===== config.mk =====
export PLATFORM = sky130hd
export DESIGN_NAME = ieu_exec_unit
export DESIGN_NICKNAME = d
export VERILOG_FILES = /design/src/core/ieu_pkg.sv /design/src/core/ieu_data_ram.sv /design/src/core/ieu_alu.sv /design/src/core/ieu_exec_unit.sv
export SDC_FILE = /design/constraint.sdc
export NUM_CORES = 2
export LEC_CHECK = 0
export BUFFER_PORTS_ARGS = -buffer_cell sky130_fd_sc_hd__buf_2
export CAP_MARGIN = 20
export CELL_PAD_IN_SITES_DETAIL_PLACEMENT = 1
export CELL_PAD_IN_SITES_GLOBAL_PLACEMENT = 2
export CORE_ASPECT_RATIO = 2
export CORE_MARGIN = 4
export CORE_UTILIZATION = 50
export CTS_CLUSTER_DIAMETER = 50
export DETAILED_ROUTE_END_ITERATION = 7
export PLACE_DENSITY = 0.78
export SYNTH_ARGS = -nofsm -noshare
export SYNTH_HDL_FRONTEND = slang
export SYNTH_SLANG_ARGS = --single-unit

===== constraint.sdc =====
create_clock -name core_clk -period 20.5 [get_ports core_clk]
set_input_delay 1.025 -clock core_clk [delete_from_list [all_inputs] [get_ports core_clk]]
set_output_delay 1.025 -clock core_clk [all_outputs]
set_load 0.01 [all_outputs]

===== src/core/ieu_pkg.sv =====
/*
  Shared constants, types and helpers for the instruction execute unit.
  Assumes a single core clock and an APB register bus with 12-bit byte addresses.
*/
package ieu_pkg;

  ////////////////////////////////////////////////////////////////////////////////
  // Register map, byte addresses on the APB bus.
  localparam logic [11:0] OFS_INSTR = 12'h000;
  localparam logic [11:0] OFS_STATUS = 12'h004;
  localparam logic [11:0] OFS_ACC = 12'h008;
  localparam logic [11:0] OFS_STACK = 12'h00c;
  localparam logic [11:0] OFS_WDOG = 12'h010;
  // Data memory window: paddr[11:10] equal to this, byte index in paddr[9:2].
  localparam logic [1:0] RAM_WINDOW = 2'h1;

  // Status register bit positions.
  localparam int unsigned SB_PDF = 4;
  localparam int unsigned SB_TO = 5;
  localparam int unsigned SB_EMI = 6;
  localparam int unsigned SB_HALT = 7;
  localparam int unsigned SB_BUSY = 8;
  localparam int unsigned SB_SP = 12;
  localparam int unsigned SB_PC = 16;

  // Values after reset, the interrupt vector and the stack depth.
  localparam logic [7:0] ACC_RST = 8'h00;
  localparam logic [10:0] PC_RST = 11'h000;
  localparam logic [10:0] IRQ_VECTOR = 11'h004;
  localparam logic [7:0] WDOG_RST = 8'h00;
  localparam logic [3:0] STK_DEPTH = 4'h8;

  // Decimal adjust constants.
  localparam logic [3:0] NIB_MAX = 4'h9;
  localparam logic [7:0] LO_FIX = 8'h06;
  localparam logic [7:0] HI_FIX = 8'h60;

  ////////////////////////////////////////////////////////////////////////////////
  typedef enum logic [4:0] {
    OP_IDLE = 5'h00, OP_INVERT_MEM = 5'h01, OP_INVERT_TO_ACC = 5'h02,
    OP_BCD_ADJUST = 5'h03, OP_MEM_MINUS_ONE = 5'h04, OP_MEM_MINUS_ONE_TO_ACC = 5'h05,
    OP_MEM_PLUS_ONE = 5'h06, OP_MEM_PLUS_ONE_TO_ACC = 5'h07, OP_POWER_DOWN = 5'h08,
    OP_GOTO_ADDR = 5'h09, OP_COPY_MEM_TO_ACC = 5'h0a, OP_COPY_IMM_TO_ACC = 5'h0b,
    OP_COPY_ACC_TO_MEM = 5'h0c, OP_UNION_MEM_TO_ACC = 5'h0d, OP_UNION_IMM_TO_ACC = 5'h0e,
    OP_BITWISE_UNION_TO_MEM = 5'h0f, OP_SUBROUTINE_RETURN = 5'h10,
    OP_RETURN_LOAD_ACC = 5'h11, OP_INTERRUPT_RETURN = 5'h12, OP_ROTATE_UP = 5'h13,
    OP_ROTATE_UP_TO_ACC = 5'h14, OP_ROTATE_UP_VIA_CARRY = 5'h15,
    OP_ROTATE_UP_VIA_CARRY_TO_ACC = 5'h16, OP_ROTATE_DOWN = 5'h17,
    OP_ROTATE_DOWN_TO_ACC = 5'h18, OP_ROTATE_DOWN_VIA_CARRY = 5'h19,
    OP_ROTATE_DOWN_VIA_CARRY_TO_ACC = 5'h1a, OP_SUBTRACT_WITH_BORROW = 5'h1b,
    OP_SUBTRACT_WITH_BORROW_TO_MEM = 5'h1c
  } ieu_op_t;

  typedef enum logic [1:0] {
    ST_IDLE = 2'b00, ST_EXEC = 2'b01, ST_DUMMY = 2'b10, ST_HALT = 2'b11
  } ieu_state_t;

  typedef struct packed {logic ov; logic z; logic ac; logic c;} ieu_flags_t;
  typedef struct packed {ieu_op_t op; logic [7:0] maddr; logic [7:0] imm;} ieu_instr_t;
  typedef struct packed {logic [7:0] value; logic to_acc; logic to_mem;} ieu_result_t;

  // True when an 8-bit result is zero.
  function automatic logic is_zero(input logic [7:0] v);
    return v == 8'h00;
  endfunction

  // Merge write data into an old word under the APB byte strobes.
  function automatic logic [31:0] apply_strb(input logic [31:0] old_w,
                                             input logic [31:0] new_w,
                                             input logic [3:0] strb);
    logic [31:0] m;
    m = {{8{strb[3]}}, {8{strb[2]}}, {8{strb[1]}}, {8{strb[0]}}};
    return (old_w & ~m) | (new_w & m);
  endfunction

endpackage


===== src/core/ieu_data_ram.sv =====
/*
  Byte-wide data memory with one write port and two asynchronous read ports.
  Assumes the owner never requests two writes in the same cycle.
*/
module ieu_data_ram
  import ieu_pkg::*;
(
  input wire logic core_clk,
  input wire logic we,
  input wire logic [7:0] waddr,
  input wire logic [7:0] wdata,
  input wire logic [7:0] raddr_a,
  output logic [7:0] rdata_a,
  input wire logic [7:0] raddr_b,
  output logic [7:0] rdata_b
);

  // Contents survive reset, as data memory does in power down.
  logic [7:0] mem [256];

  always_ff @(posedge core_clk) begin
    if (we) begin
      mem[waddr] <= wdata;
    end
  end

  // Read ports: execution and bus.
  assign rdata_a = mem[raddr_a];
  assign rdata_b = mem[raddr_b];

endmodule


===== src/core/ieu_alu.sv =====
/*
  Combinational datapath: result, destination and flags of one instruction.
  Assumes operands are stable for the execute cycle; control ops other than OP_RETURN_LOAD_ACC give no write.
*/
module ieu_alu
  import ieu_pkg::*;
(
  input wire ieu_op_t op,
  input wire logic [7:0] acc,
  input wire logic [7:0] mem,
  input wire logic [7:0] imm,
  input wire ieu_flags_t flags,
  output ieu_result_t res,
  output ieu_flags_t flags_out
);

  logic [8:0] diff;
  logic [4:0] lo_diff;
  logic lo_adj;
  logic hi_adj;
  logic [8:0] bcd_sum;

  // Borrow is the inverted carry; the nibble borrow feeds the nibble carry.
  assign diff = {1'b0, acc} - {1'b0, mem} - {8'h00, ~flags.c};
  assign lo_diff = {1'b0, acc[3:0]} - {1'b0, mem[3:0]} - {4'h0, ~flags.c};
  assign lo_adj = (acc[3:0] > NIB_MAX) | flags.ac;
  assign hi_adj = (acc[7:4] > NIB_MAX) | flags.c;
  assign bcd_sum = {1'b0, acc} + {1'b0, (lo_adj ? LO_FIX : 8'h00) | (hi_adj ? HI_FIX : 8'h00)};

  // Flags not named for an instruction keep their value.
  always_comb begin
    res = '{value: 8'h00, to_acc: 1'b0, to_mem: 1'b0};
    flags_out = flags;
    case (op)
      OP_INVERT_MEM, OP_INVERT_TO_ACC: begin
        res.value = ~mem;
      end
      OP_BCD_ADJUST: begin
        res.value = bcd_sum[7:0];
        flags_out.c = hi_adj | bcd_sum[8];
      end
      OP_MEM_MINUS_ONE, OP_MEM_MINUS_ONE_TO_ACC: begin
        res.value = mem - 8'h01;
      end
      OP_MEM_PLUS_ONE, OP_MEM_PLUS_ONE_TO_ACC: begin
        res.value = mem + 8'h01;
      end
      OP_COPY_MEM_TO_ACC: res.value = mem;
      OP_COPY_IMM_TO_ACC, OP_RETURN_LOAD_ACC: res.value = imm;
      OP_COPY_ACC_TO_MEM: res.value = acc;
      OP_UNION_MEM_TO_ACC, OP_BITWISE_UNION_TO_MEM: res.value = acc | mem;
      OP_UNION_IMM_TO_ACC: res.value = acc | imm;
      OP_ROTATE_UP, OP_ROTATE_UP_TO_ACC: res.value = {mem[6:0], mem[7]};
      OP_ROTATE_UP_VIA_CARRY, OP_ROTATE_UP_VIA_CARRY_TO_ACC: begin
        res.value = {mem[6:0], flags.c};
        flags_out.c = mem[7];
      end
      OP_ROTATE_DOWN, OP_ROTATE_DOWN_TO_ACC: res.value = {mem[0], mem[7:1]};
      OP_ROTATE_DOWN_VIA_CARRY, OP_ROTATE_DOWN_VIA_CARRY_TO_ACC: begin
        res.value = {flags.c, mem[7:1]};
        flags_out.c = mem[0];
      end
      OP_SUBTRACT_WITH_BORROW, OP_SUBTRACT_WITH_BORROW_TO_MEM: begin
        res.value = diff[7:0];
        flags_out.c = ~diff[8];
        flags_out.ac = ~lo_diff[4];
        flags_out.ov = (acc[7] ^ mem[7]) & (acc[7] ^ diff[7]);
      end
      default: res.value = 8'h00;
    endcase
    // Destination and zero flag by instruction form.
    case (op)
      OP_INVERT_MEM, OP_BCD_ADJUST, OP_MEM_MINUS_ONE, OP_MEM_PLUS_ONE, OP_COPY_ACC_TO_MEM,
      OP_BITWISE_UNION_TO_MEM, OP_ROTATE_UP, OP_ROTATE_UP_VIA_CARRY, OP_ROTATE_DOWN,
      OP_ROTATE_DOWN_VIA_CARRY, OP_SUBTRACT_WITH_BORROW_TO_MEM: res.to_mem = 1'b1;
      OP_IDLE, OP_POWER_DOWN, OP_GOTO_ADDR, OP_SUBROUTINE_RETURN,
      OP_INTERRUPT_RETURN: res.to_acc = 1'b0;
      default: res.to_acc = 1'b1;
    endcase
    case (op)
      OP_INVERT_MEM, OP_INVERT_TO_ACC, OP_MEM_MINUS_ONE, OP_MEM_MINUS_ONE_TO_ACC,
      OP_MEM_PLUS_ONE, OP_MEM_PLUS_ONE_TO_ACC, OP_UNION_MEM_TO_ACC, OP_UNION_IMM_TO_ACC,
      OP_BITWISE_UNION_TO_MEM, OP_SUBTRACT_WITH_BORROW,
      OP_SUBTRACT_WITH_BORROW_TO_MEM: flags_out.z = is_zero(res.value);
      default: flags_out.z = flags.z;
    endcase
  end

endmodule


===== src/core/ieu_exec_unit.sv =====
/*
  Instruction execute unit of an 8-bit core, driven over APB: a write to the
  instruction register issues one instruction, which then runs on the core.
  Assumes an APB master on core_clk and an interrupt request pin from another
  domain, held high until irq_ack pulses.
*/
module ieu_exec_unit
  import ieu_pkg::*;
(
  input wire logic core_clk,
  input wire logic rstn,
  input wire logic psel,
  input wire logic penable,
  input wire logic pwrite,
  input wire logic [11:0] paddr,
  input wire logic [31:0] pwdata,
  input wire logic [3:0] pstrb,
  output logic [31:0] prdata,
  output logic pready,
  output logic pslverr,
  input wire logic irq_req,
  output logic irq_ack,
  output logic clk_off
);

  ////////////////////////////////////////////////////////////////////////////////
  ieu_state_t state_reg;
  ieu_instr_t instr_reg;
  ieu_flags_t flags_reg;
  ieu_flags_t alu_flags;
  ieu_result_t alu_res;
  logic [7:0] acc_reg;
  logic [10:0] pc_reg;
  logic [10:0] stk_top;
  logic [10:0] stk [8];
  logic [3:0] sp_reg;
  logic emi_reg;
  logic pdf_reg;
  logic to_reg;
  logic [7:0] wdog_pre_reg;
  logic [7:0] wdog_cnt_reg;
  logic irq_meta_reg;
  logic irq_sync_reg;
  logic irq_take;
  logic irq_ack_reg;
  logic [7:0] mem_rd;
  logic [7:0] bus_mem_rd;
  logic ram_we;
  logic [7:0] ram_waddr;
  logic [7:0] ram_wdata;
  logic exec;
  logic cpu_free;
  logic in_ram;
  logic mapped;
  logic wr_fire;
  logic rd_done_reg;
  logic [31:0] prdata_reg;
  logic [31:0] rd_mux;
  logic [31:0] status_word;

  ////////////////////////////////////////////////////////////////////////////////
  // The request pin is asynchronous; only the second stage is read.
  always_ff @(posedge core_clk or negedge rstn) begin
    if (!rstn) begin
      irq_meta_reg <= 1'b0;
      irq_sync_reg <= 1'b0;
    end else begin
      irq_meta_reg <= irq_req;
      irq_sync_reg <= irq_meta_reg;
    end
  end

  // Interrupts enter only between instructions, so a return lands first.
  assign irq_take = (state_reg == ST_IDLE) && emi_reg && irq_sync_reg;
  assign exec = (state_reg == ST_EXEC);
  assign cpu_free = (state_reg == ST_IDLE) && !irq_take;

  ////////////////////////////////////////////////////////////////////////////////
  // APB decode. Writes stall while an instruction or interrupt entry runs,
  // which keeps bus writes from racing the execute path.
  assign in_ram = (paddr[11:10] == RAM_WINDOW);
  assign mapped = in_ram || (paddr == OFS_INSTR) || (paddr == OFS_STATUS) ||
                  (paddr == OFS_ACC) || (paddr == OFS_STACK) || (paddr == OFS_WDOG);
  assign pready = pwrite ? cpu_free : rd_done_reg;
  assign pslverr = psel && penable && pready && !mapped;
  assign wr_fire = psel && penable && pwrite && pready && mapped;
  assign prdata = prdata_reg;

  assign status_word = {5'h00, pc_reg, sp_reg, 3'h0, (state_reg != ST_IDLE),
                        (state_reg == ST_HALT), emi_reg, to_reg, pdf_reg, flags_reg};

  // Read mux; unmapped addresses read as zero.
  always_comb begin
    rd_mux = 32'h0000_0000;
    if (in_ram) begin
      rd_mux = {24'h000000, bus_mem_rd};
    end else begin
      case (paddr)
        OFS_INSTR: rd_mux = {11'h000, instr_reg};
        OFS_STATUS: rd_mux = status_word;
        OFS_ACC: rd_mux = {24'h000000, acc_reg};
        OFS_STACK: rd_mux = {21'h000000, stk_top};
        OFS_WDOG: rd_mux = {16'h0000, wdog_cnt_reg, wdog_pre_reg};
        default: rd_mux = 32'h0000_0000;
      endcase
    end
  end

  // Reads answer one cycle into the access phase with registered data.
  always_ff @(posedge core_clk or negedge rstn) begin
    if (!rstn) begin
      rd_done_reg <= 1'b0;
      prdata_reg <= 32'h0000_0000;
    end else if (psel && penable && !pwrite && !rd_done_reg) begin
      rd_done_reg <= 1'b1;
      prdata_reg <= rd_mux;
    end else begin
      rd_done_reg <= 1'b0;
    end
  end

  ////////////////////////////////////////////////////////////////////////////////
  // Sequencer: issue, execute, dummy cycle for counter changes, halt.
  always_ff @(posedge core_clk or negedge rstn) begin
    if (!rstn) begin
      state_reg <= ST_IDLE;
    end else begin
      case (state_reg)
        ST_IDLE: begin
          if (wr_fire && paddr == OFS_INSTR) begin
            state_reg <= ST_EXEC;
          end
        end
        ST_EXEC: begin
          case (instr_reg.op)
            OP_POWER_DOWN: state_reg <= ST_HALT;
            OP_GOTO_ADDR, OP_SUBROUTINE_RETURN, OP_RETURN_LOAD_ACC,
            OP_INTERRUPT_RETURN: state_reg <= ST_DUMMY;
            default: state_reg <= ST_IDLE;
          endcase
        end
        ST_DUMMY: state_reg <= ST_IDLE;
        ST_HALT: begin
          if (irq_sync_reg) begin
            state_reg <= ST_IDLE; // A request wakes the core.
          end
        end
        default: state_reg <= ST_IDLE;
      endcase
    end
  end

  // Issued instruction word.
  always_ff @(posedge core_clk or negedge rstn) begin
    if (!rstn) begin
      instr_reg <= '{op: OP_IDLE, maddr: 8'h00, imm: 8'h00};
    end else if (wr_fire && paddr == OFS_INSTR) begin
      instr_reg <= ieu_instr_t'(pwdata[20:0]);
    end
  end

  ieu_alu u_alu (
    .op(instr_reg.op),
    .acc(acc_reg),
    .mem(mem_rd),
    .imm(instr_reg.imm),
    .flags(flags_reg),
    .res(alu_res),
    .flags_out(alu_flags)
  );

  // Execute path owns the write port; bus writes only come while idle.
  assign ram_we = (exec && alu_res.to_mem) || (wr_fire && in_ram && pstrb[0]);
  assign ram_waddr = exec ? instr_reg.maddr : paddr[9:2];
  assign ram_wdata = exec ? alu_res.value : pwdata[7:0];

  ieu_data_ram u_ram (
    .core_clk(core_clk),
    .we(ram_we),
    .waddr(ram_waddr),
    .wdata(ram_wdata),
    .raddr_a(instr_reg.maddr),
    .rdata_a(mem_rd),
    .raddr_b(paddr[9:2]),
    .rdata_b(bus_mem_rd)
  );

  ////////////////////////////////////////////////////////////////////////////////
  // Accumulator.
  always_ff @(posedge core_clk or negedge rstn) begin
    if (!rstn) begin
      acc_reg <= ACC_RST;
    end else if (exec && alu_res.to_acc) begin
      acc_reg <= alu_res.value;
    end else if (wr_fire && paddr == OFS_ACC) begin
      acc_reg <= 8'(apply_strb({24'h000000, acc_reg}, pwdata, pstrb));
    end
  end

  // Status flags and master enable.
  always_ff @(posedge core_clk or negedge rstn) begin
    if (!rstn) begin
      flags_reg <= '{ov: 1'b0, z: 1'b0, ac: 1'b0, c: 1'b0};
      emi_reg <= 1'b0;
    end else if (exec) begin
      flags_reg <= alu_flags;
      if (instr_reg.op == OP_INTERRUPT_RETURN) begin
        emi_reg <= 1'b1;
      end
    end else if (irq_take) begin
      emi_reg <= 1'b0;
    end else if (wr_fire && paddr == OFS_STATUS && pstrb[0]) begin
      flags_reg <= ieu_flags_t'(pwdata[3:0]);
      emi_reg <= pwdata[SB_EMI];
    end
  end

  // Program counter.
  always_ff @(posedge core_clk or negedge rstn) begin
    if (!rstn) begin
      pc_reg <= PC_RST;
    end else if (irq_take) begin
      pc_reg <= IRQ_VECTOR;
    end else if (exec) begin
      case (instr_reg.op)
        OP_GOTO_ADDR: pc_reg <= {instr_reg.maddr[2:0], instr_reg.imm};
        OP_SUBROUTINE_RETURN, OP_RETURN_LOAD_ACC,
        OP_INTERRUPT_RETURN: pc_reg <= stk_top;
        OP_POWER_DOWN: pc_reg <= pc_reg + 11'h001;
        default: pc_reg <= pc_reg + 11'h001;
      endcase
    end
  end

  // Return stack; a pop when empty yields the reset address.
  assign stk_top = (sp_reg == 4'h0) ? PC_RST : stk[3'(sp_reg - 4'h1)];

  always_ff @(posedge core_clk or negedge rstn) begin
    if (!rstn) begin
      sp_reg <= 4'h0;
    end else if (exec && (instr_reg.op == OP_SUBROUTINE_RETURN ||
                          instr_reg.op == OP_RETURN_LOAD_ACC ||
                          instr_reg.op == OP_INTERRUPT_RETURN)) begin
      sp_reg <= (sp_reg == 4'h0) ? 4'h0 : sp_reg - 4'h1;
    end else if ((irq_take || (wr_fire && paddr == OFS_STACK)) && sp_reg != STK_DEPTH) begin
      sp_reg <= sp_reg + 4'h1;
    end
  end

  // Stack contents need no reset; the pointer guards every read.
  always_ff @(posedge core_clk) begin
    if (irq_take && sp_reg != STK_DEPTH) begin
      stk[sp_reg[2:0]] <= pc_reg;
    end else if (wr_fire && paddr == OFS_STACK && sp_reg != STK_DEPTH) begin
      stk[sp_reg[2:0]] <= pwdata[10:0];
    end
  end

  ////////////////////////////////////////////////////////////////////////////////
  // Watchdog: held while halted, because the system clock is off there.
  always_ff @(posedge core_clk or negedge rstn) begin
    if (!rstn) begin
      wdog_pre_reg <= WDOG_RST;
      wdog_cnt_reg <= WDOG_RST;
    end else if (exec && instr_reg.op == OP_POWER_DOWN) begin
      wdog_pre_reg <= WDOG_RST;
      wdog_cnt_reg <= WDOG_RST;
    end else if (state_reg != ST_HALT) begin
      wdog_pre_reg <= wdog_pre_reg + 8'h01;
      if (wdog_pre_reg == 8'hff) begin
        wdog_cnt_reg <= wdog_cnt_reg + 8'h01;
      end
    end
  end

  // Power-down and expiry flags; halt outranks a same-cycle expiry.
  always_ff @(posedge core_clk or negedge rstn) begin
    if (!rstn) begin
      pdf_reg <= 1'b0;
      to_reg <= 1'b0;
    end else if (exec && instr_reg.op == OP_POWER_DOWN) begin
      pdf_reg <= 1'b1;
      to_reg <= 1'b0;
    end else if (state_reg != ST_HALT && wdog_pre_reg == 8'hff && wdog_cnt_reg == 8'hff) begin
      to_reg <= 1'b1;
    end
  end

  // Acknowledge pulse for the interrupt source.
  always_ff @(posedge core_clk or negedge rstn) begin
    if (!rstn) begin
      irq_ack_reg <= 1'b0;
    end else begin
      irq_ack_reg <= irq_take;
    end
  end

  assign irq_ack = irq_ack_reg;
  assign clk_off = (state_reg == ST_HALT);

  logic [8:0] sbc_ref;
  assign sbc_ref = {1'b0, acc_reg} - {1'b0, mem_rd} - {8'h00, ~flags_reg.c};
endmodule


==> metrics.md <==
| Metric | Value |
|---|---|
| Status | complete, no violations |
| First-pass GRT wire length | around 500000 um |
| Critical Path RT | 20.99 ns |
| Most common cell after layout, fill and taps aside | edfxtp_1 |
| Post-route ant nets | 0 |
| CP Max Fanout | 94 |
| Placed cells | 8263 |
| Post-Synth XOR/XNOR Area | less than 1% |
| Yosys reg bits | approximately 2200 |
| Starting Density | ~50% |
| P_int | 7.31 mW |
| Setup Crit Path Kind | reg2reg |
| Final min period | 10.85 ns |
| Ys Warns | 0 |
| Synth Area in Simple Gates | about 3.4% |
| Drt first pass iters | 6 |
| Sw frac | between 20% and 30% |
| Non-Filler Instances | between 8000 and 9000 |
| Clock skew | ~0.066 ns |
| Die Wd | around 330 um |
| Combinational share of power | around 7.8% |
| Final WS setup | between 9 and 10 ns |
| Antenna violations before repair | 25 |
| GPL Wtd Cong | around 0.92 |
| Core area | about 0.21 mm2 |
| Most frequent cells in the layout | edfxtp_1, mux4_2, nor2_1 |
| Clk root buf | clkbuf_16 |
| Post-synthesis compound-gate area fraction | a little over 4% |
| Drt total wl | 368000 um |
| P per Cell Area | around 82 mW/mm2 |
| Number of CTS-inserted buffers | roughly 200 |
| Hold-fix buffers, CTS | 0 |
| Nets | about 5800 |
| Fin. Hold Viols | 0 |
| Row cnt | around 240 |
| CP Data Arrival Time | 11.34 ns |
| Total GRT Usage | about 34% |
| Maximum vdd ir drop | between 60 and 70 uV |
| CP Capture Type | flop |
| Asr flop ratio synth | 4.47% |
| Unrepaired setup endpoints after global routing | false |
| H-tree depth | 4 |
| Via Count | between 60000 and 70000 |
| Main combinational cell family by area after synthesis | multiplexers |
| Slew Limit Fails | 0 |
| Largest net degree at the start of global routing | approximately 170 |
| Vias in the first global route | around 66000 |
| Max_cap viols | 0 |
| Final worst path period share | about 53% |
| Crit path launch type | flop |
| DP Worst Slack | 9.61 ns |
| DRC viols | 0 |
| Worst rel slew slack | approximately 17% |
| Overall die area | ~0.22 mm2 |
| Mux share of post-synthesis cell area | around a quarter |
| Setup TNS | 0 ns |
| Boundary Pins | 90 |
| Via/cell ratio | 7.15 |
| Switching power total | ~2.2 mW |
| Hold crit path type | in2async |
| Grt ovf | 0 |
| Worst slew pin tran | roughly 1.2 ns |
| DR iter-0 viols | 6841 |
| Clk Latency, worst-skew pair | roughly 0.9 ns |
| Max Freq | just over 90 MHz |
| Die Y | 660 um |
| Post-synth design cell area | between 0.1 and 0.15 mm2 |
| Syn avg cell area | around 19 um2 |
| Hold_ws | between 0.1 and 0.15 ns |
| TritonCTS Sinks | about 2200 |
| Post-synthesis sequential area ratio | 62.6% |
| Ys flop type | edfxtp_1 |
| Synth Instances | between 5000 and 6000 |
| Largest register FFs | between 2000 and 2500 |
| Finish-stage setup viols | 0 |
| Clock network power share | 39.5% |
| CTS clock-pin slew for the worst setup and hold paths | 0.07 ns |
| Layout area overhead | 9.11% |
| # resized after CTS | 0 |
| Synth Area in Adders | less than 1% |
| LEAKAGE | between 30 and 40 nW |
| Setup Buffers After CTS | 0 |
| Clk buf depth | 4 |
| CTS tree | done |
| HPWL after DPL | 247000 um |
| DR WL/cell | between 40 and 50 um |
| EDFF count, synth | around 2100 |
| Distinct cells, synth | between 70 and 80 |
| Share of power burned in registers | about 53% |
| Port bufs | 70 |
| Share of layout cells above drive strength 1 | a little under a third |
## path summary, 6_finish.rpt
check                               from                end  slack, ns  depth (start not counted)
max                        instr_reg[10]  u_ram.mem[242][7]       9.65                         24
min                                 rstn       instr_reg[6]       0.15                          1
max reg2reg                instr_reg[10]  u_ram.mem[242][7]       9.65                         24
min reg2reg                 irq_meta_reg       irq_sync_reg       0.36                          0
max in group asynchronous           rstn       instr_reg[8]      19.01                          2
min in group core_clk            irq_req       irq_meta_reg       0.26                          1
## kinds of logic (layout without fill, tap and decap cells)
kind of cell | after synthesis | count (layout)
AND/OR/NAND/NOR | 819 | 819
other | 1 | 20
XOR/XNOR | 43 | 43
flip-flops | 2236 | 2236
adder cells (fa/ha/maj) | 33 | 33
buffers and inverters | 493 | 665
AO/OA/AOI/OAI | 629 | 629
multiplexers | 1430 | 1430
## cell type report
| cell class | count | area, um2 |
|---|---|---|
| Multi-Input combinational cell | 2959 | 37400 |
| Inverter | 47 | 179 |
| Timing Repair Buffer | 259 | 2000 |
| Clock buffer | 243 | 5360 |
| Fill cell | 18549 | 95600 |
| Sequential cell | 2236 | 66700 |
| Antenna cell | 15 | 37.5 |
| Clock inverter | 116 | 951 |
| Tap cell | 2771 | 3470 |
## power by group through the flow
stage / sequential (mW) / combinational, mW / clock [mW]
final: 5.02 / 0.747 / 3.76
after global routing: 5.01 / 0.771 / 3.99
after CTS: 5.02 / 0.743 / 3.80
after detailed placement: 5.12 / 0.741 / 0
after global placement: 5.12 / 0.722 / 0
after floorplan: 5.15 / 0.433 / 0
## layer usage
metal	part of all wire, %	global-route usage, %	routed length (um)
met5	0.017	0	64
met3	7.4	5.45	27400
met4	10	27.5	38500
met1	31	36.4	113000
met2	51	58.0	189000
## per-stage QoR
step | cell area (um2) | utilization, % | power (mW)
2_1_floorplan | 106000 | - | 5.58
3_3_place_gp | 109000 | 51.7 | 5.84
3_5_place_dp | 110000 | 51.8 | 5.86
4_1_cts | 116000 | 54.7 | 9.56
5_1_grt | 116000 | 54.8 | 9.77
6_report | 116000 | 54.8 | 9.53
## critical path: stages (launching register included)
cell and delay, ns:
dfrtp_4 0.82, buf_4 0.64, nor2b_4 0.57, buf_4 0.67, a22oi_1 0.19, nand3_1 0.24, nand4_1 0.39, a2111oi_0 0.87
o21ai_0 0.21, or4b_1 0.83, inv_1 0.38, ha_1 0.29, a21o_1 0.19, a21oi_1 0.15, nor2_1 0.05, nor2_1 0.20
o21ai_0 0.15, a211oi_1 0.29, xor2_1 0.24, a21oi_1 0.26, o21ai_4 0.19, buf_4 0.51, buf_16 0.32, buf_4 0.55
buf_4 0.88
## Yosys cell counts, types with 9 or more instances
cell type,n,share of area [%]
a211oi_1,13,0.092
a21o_1,9,0.064
a21oi_1,106,0.50
a221oi_1,52,0.43
a222oi_1,11,0.10
a22o_1,28,0.23
a22oi_1,192,1.4
a31oi_1,16,0.094
and3_1,15,0.088
buf_1,74,0.26
buf_12,12,0.23
buf_2,61,0.29
buf_4,26,0.18
buf_6,36,0.38
buf_8,10,0.14
clkbuf_1,227,0.80
dfrtp_1,100,2.4
edfxtp_1,2136,60
ha_1,29,0.34
inv_1,47,0.17
mux2_2,42,0.44
mux2i_1,273,2.6
mux4_1,9,0.22
mux4_2,1106,23
nand2_1,208,0.73
nand2b_1,13,0.076
nand3_1,77,0.36
nand3b_1,14,0.099
nand4_1,22,0.13
nor2_1,358,1.3
nor2b_1,20,0.12
nor3_1,33,0.16
nor4_1,9,0.053
o21ai_0,129,0.61
o22ai_1,17,0.10
or3_1,9,0.053
xnor2_1,23,0.19
xor2_1,20,0.16
Note: power is estimated with default switching activity, not from simulation.
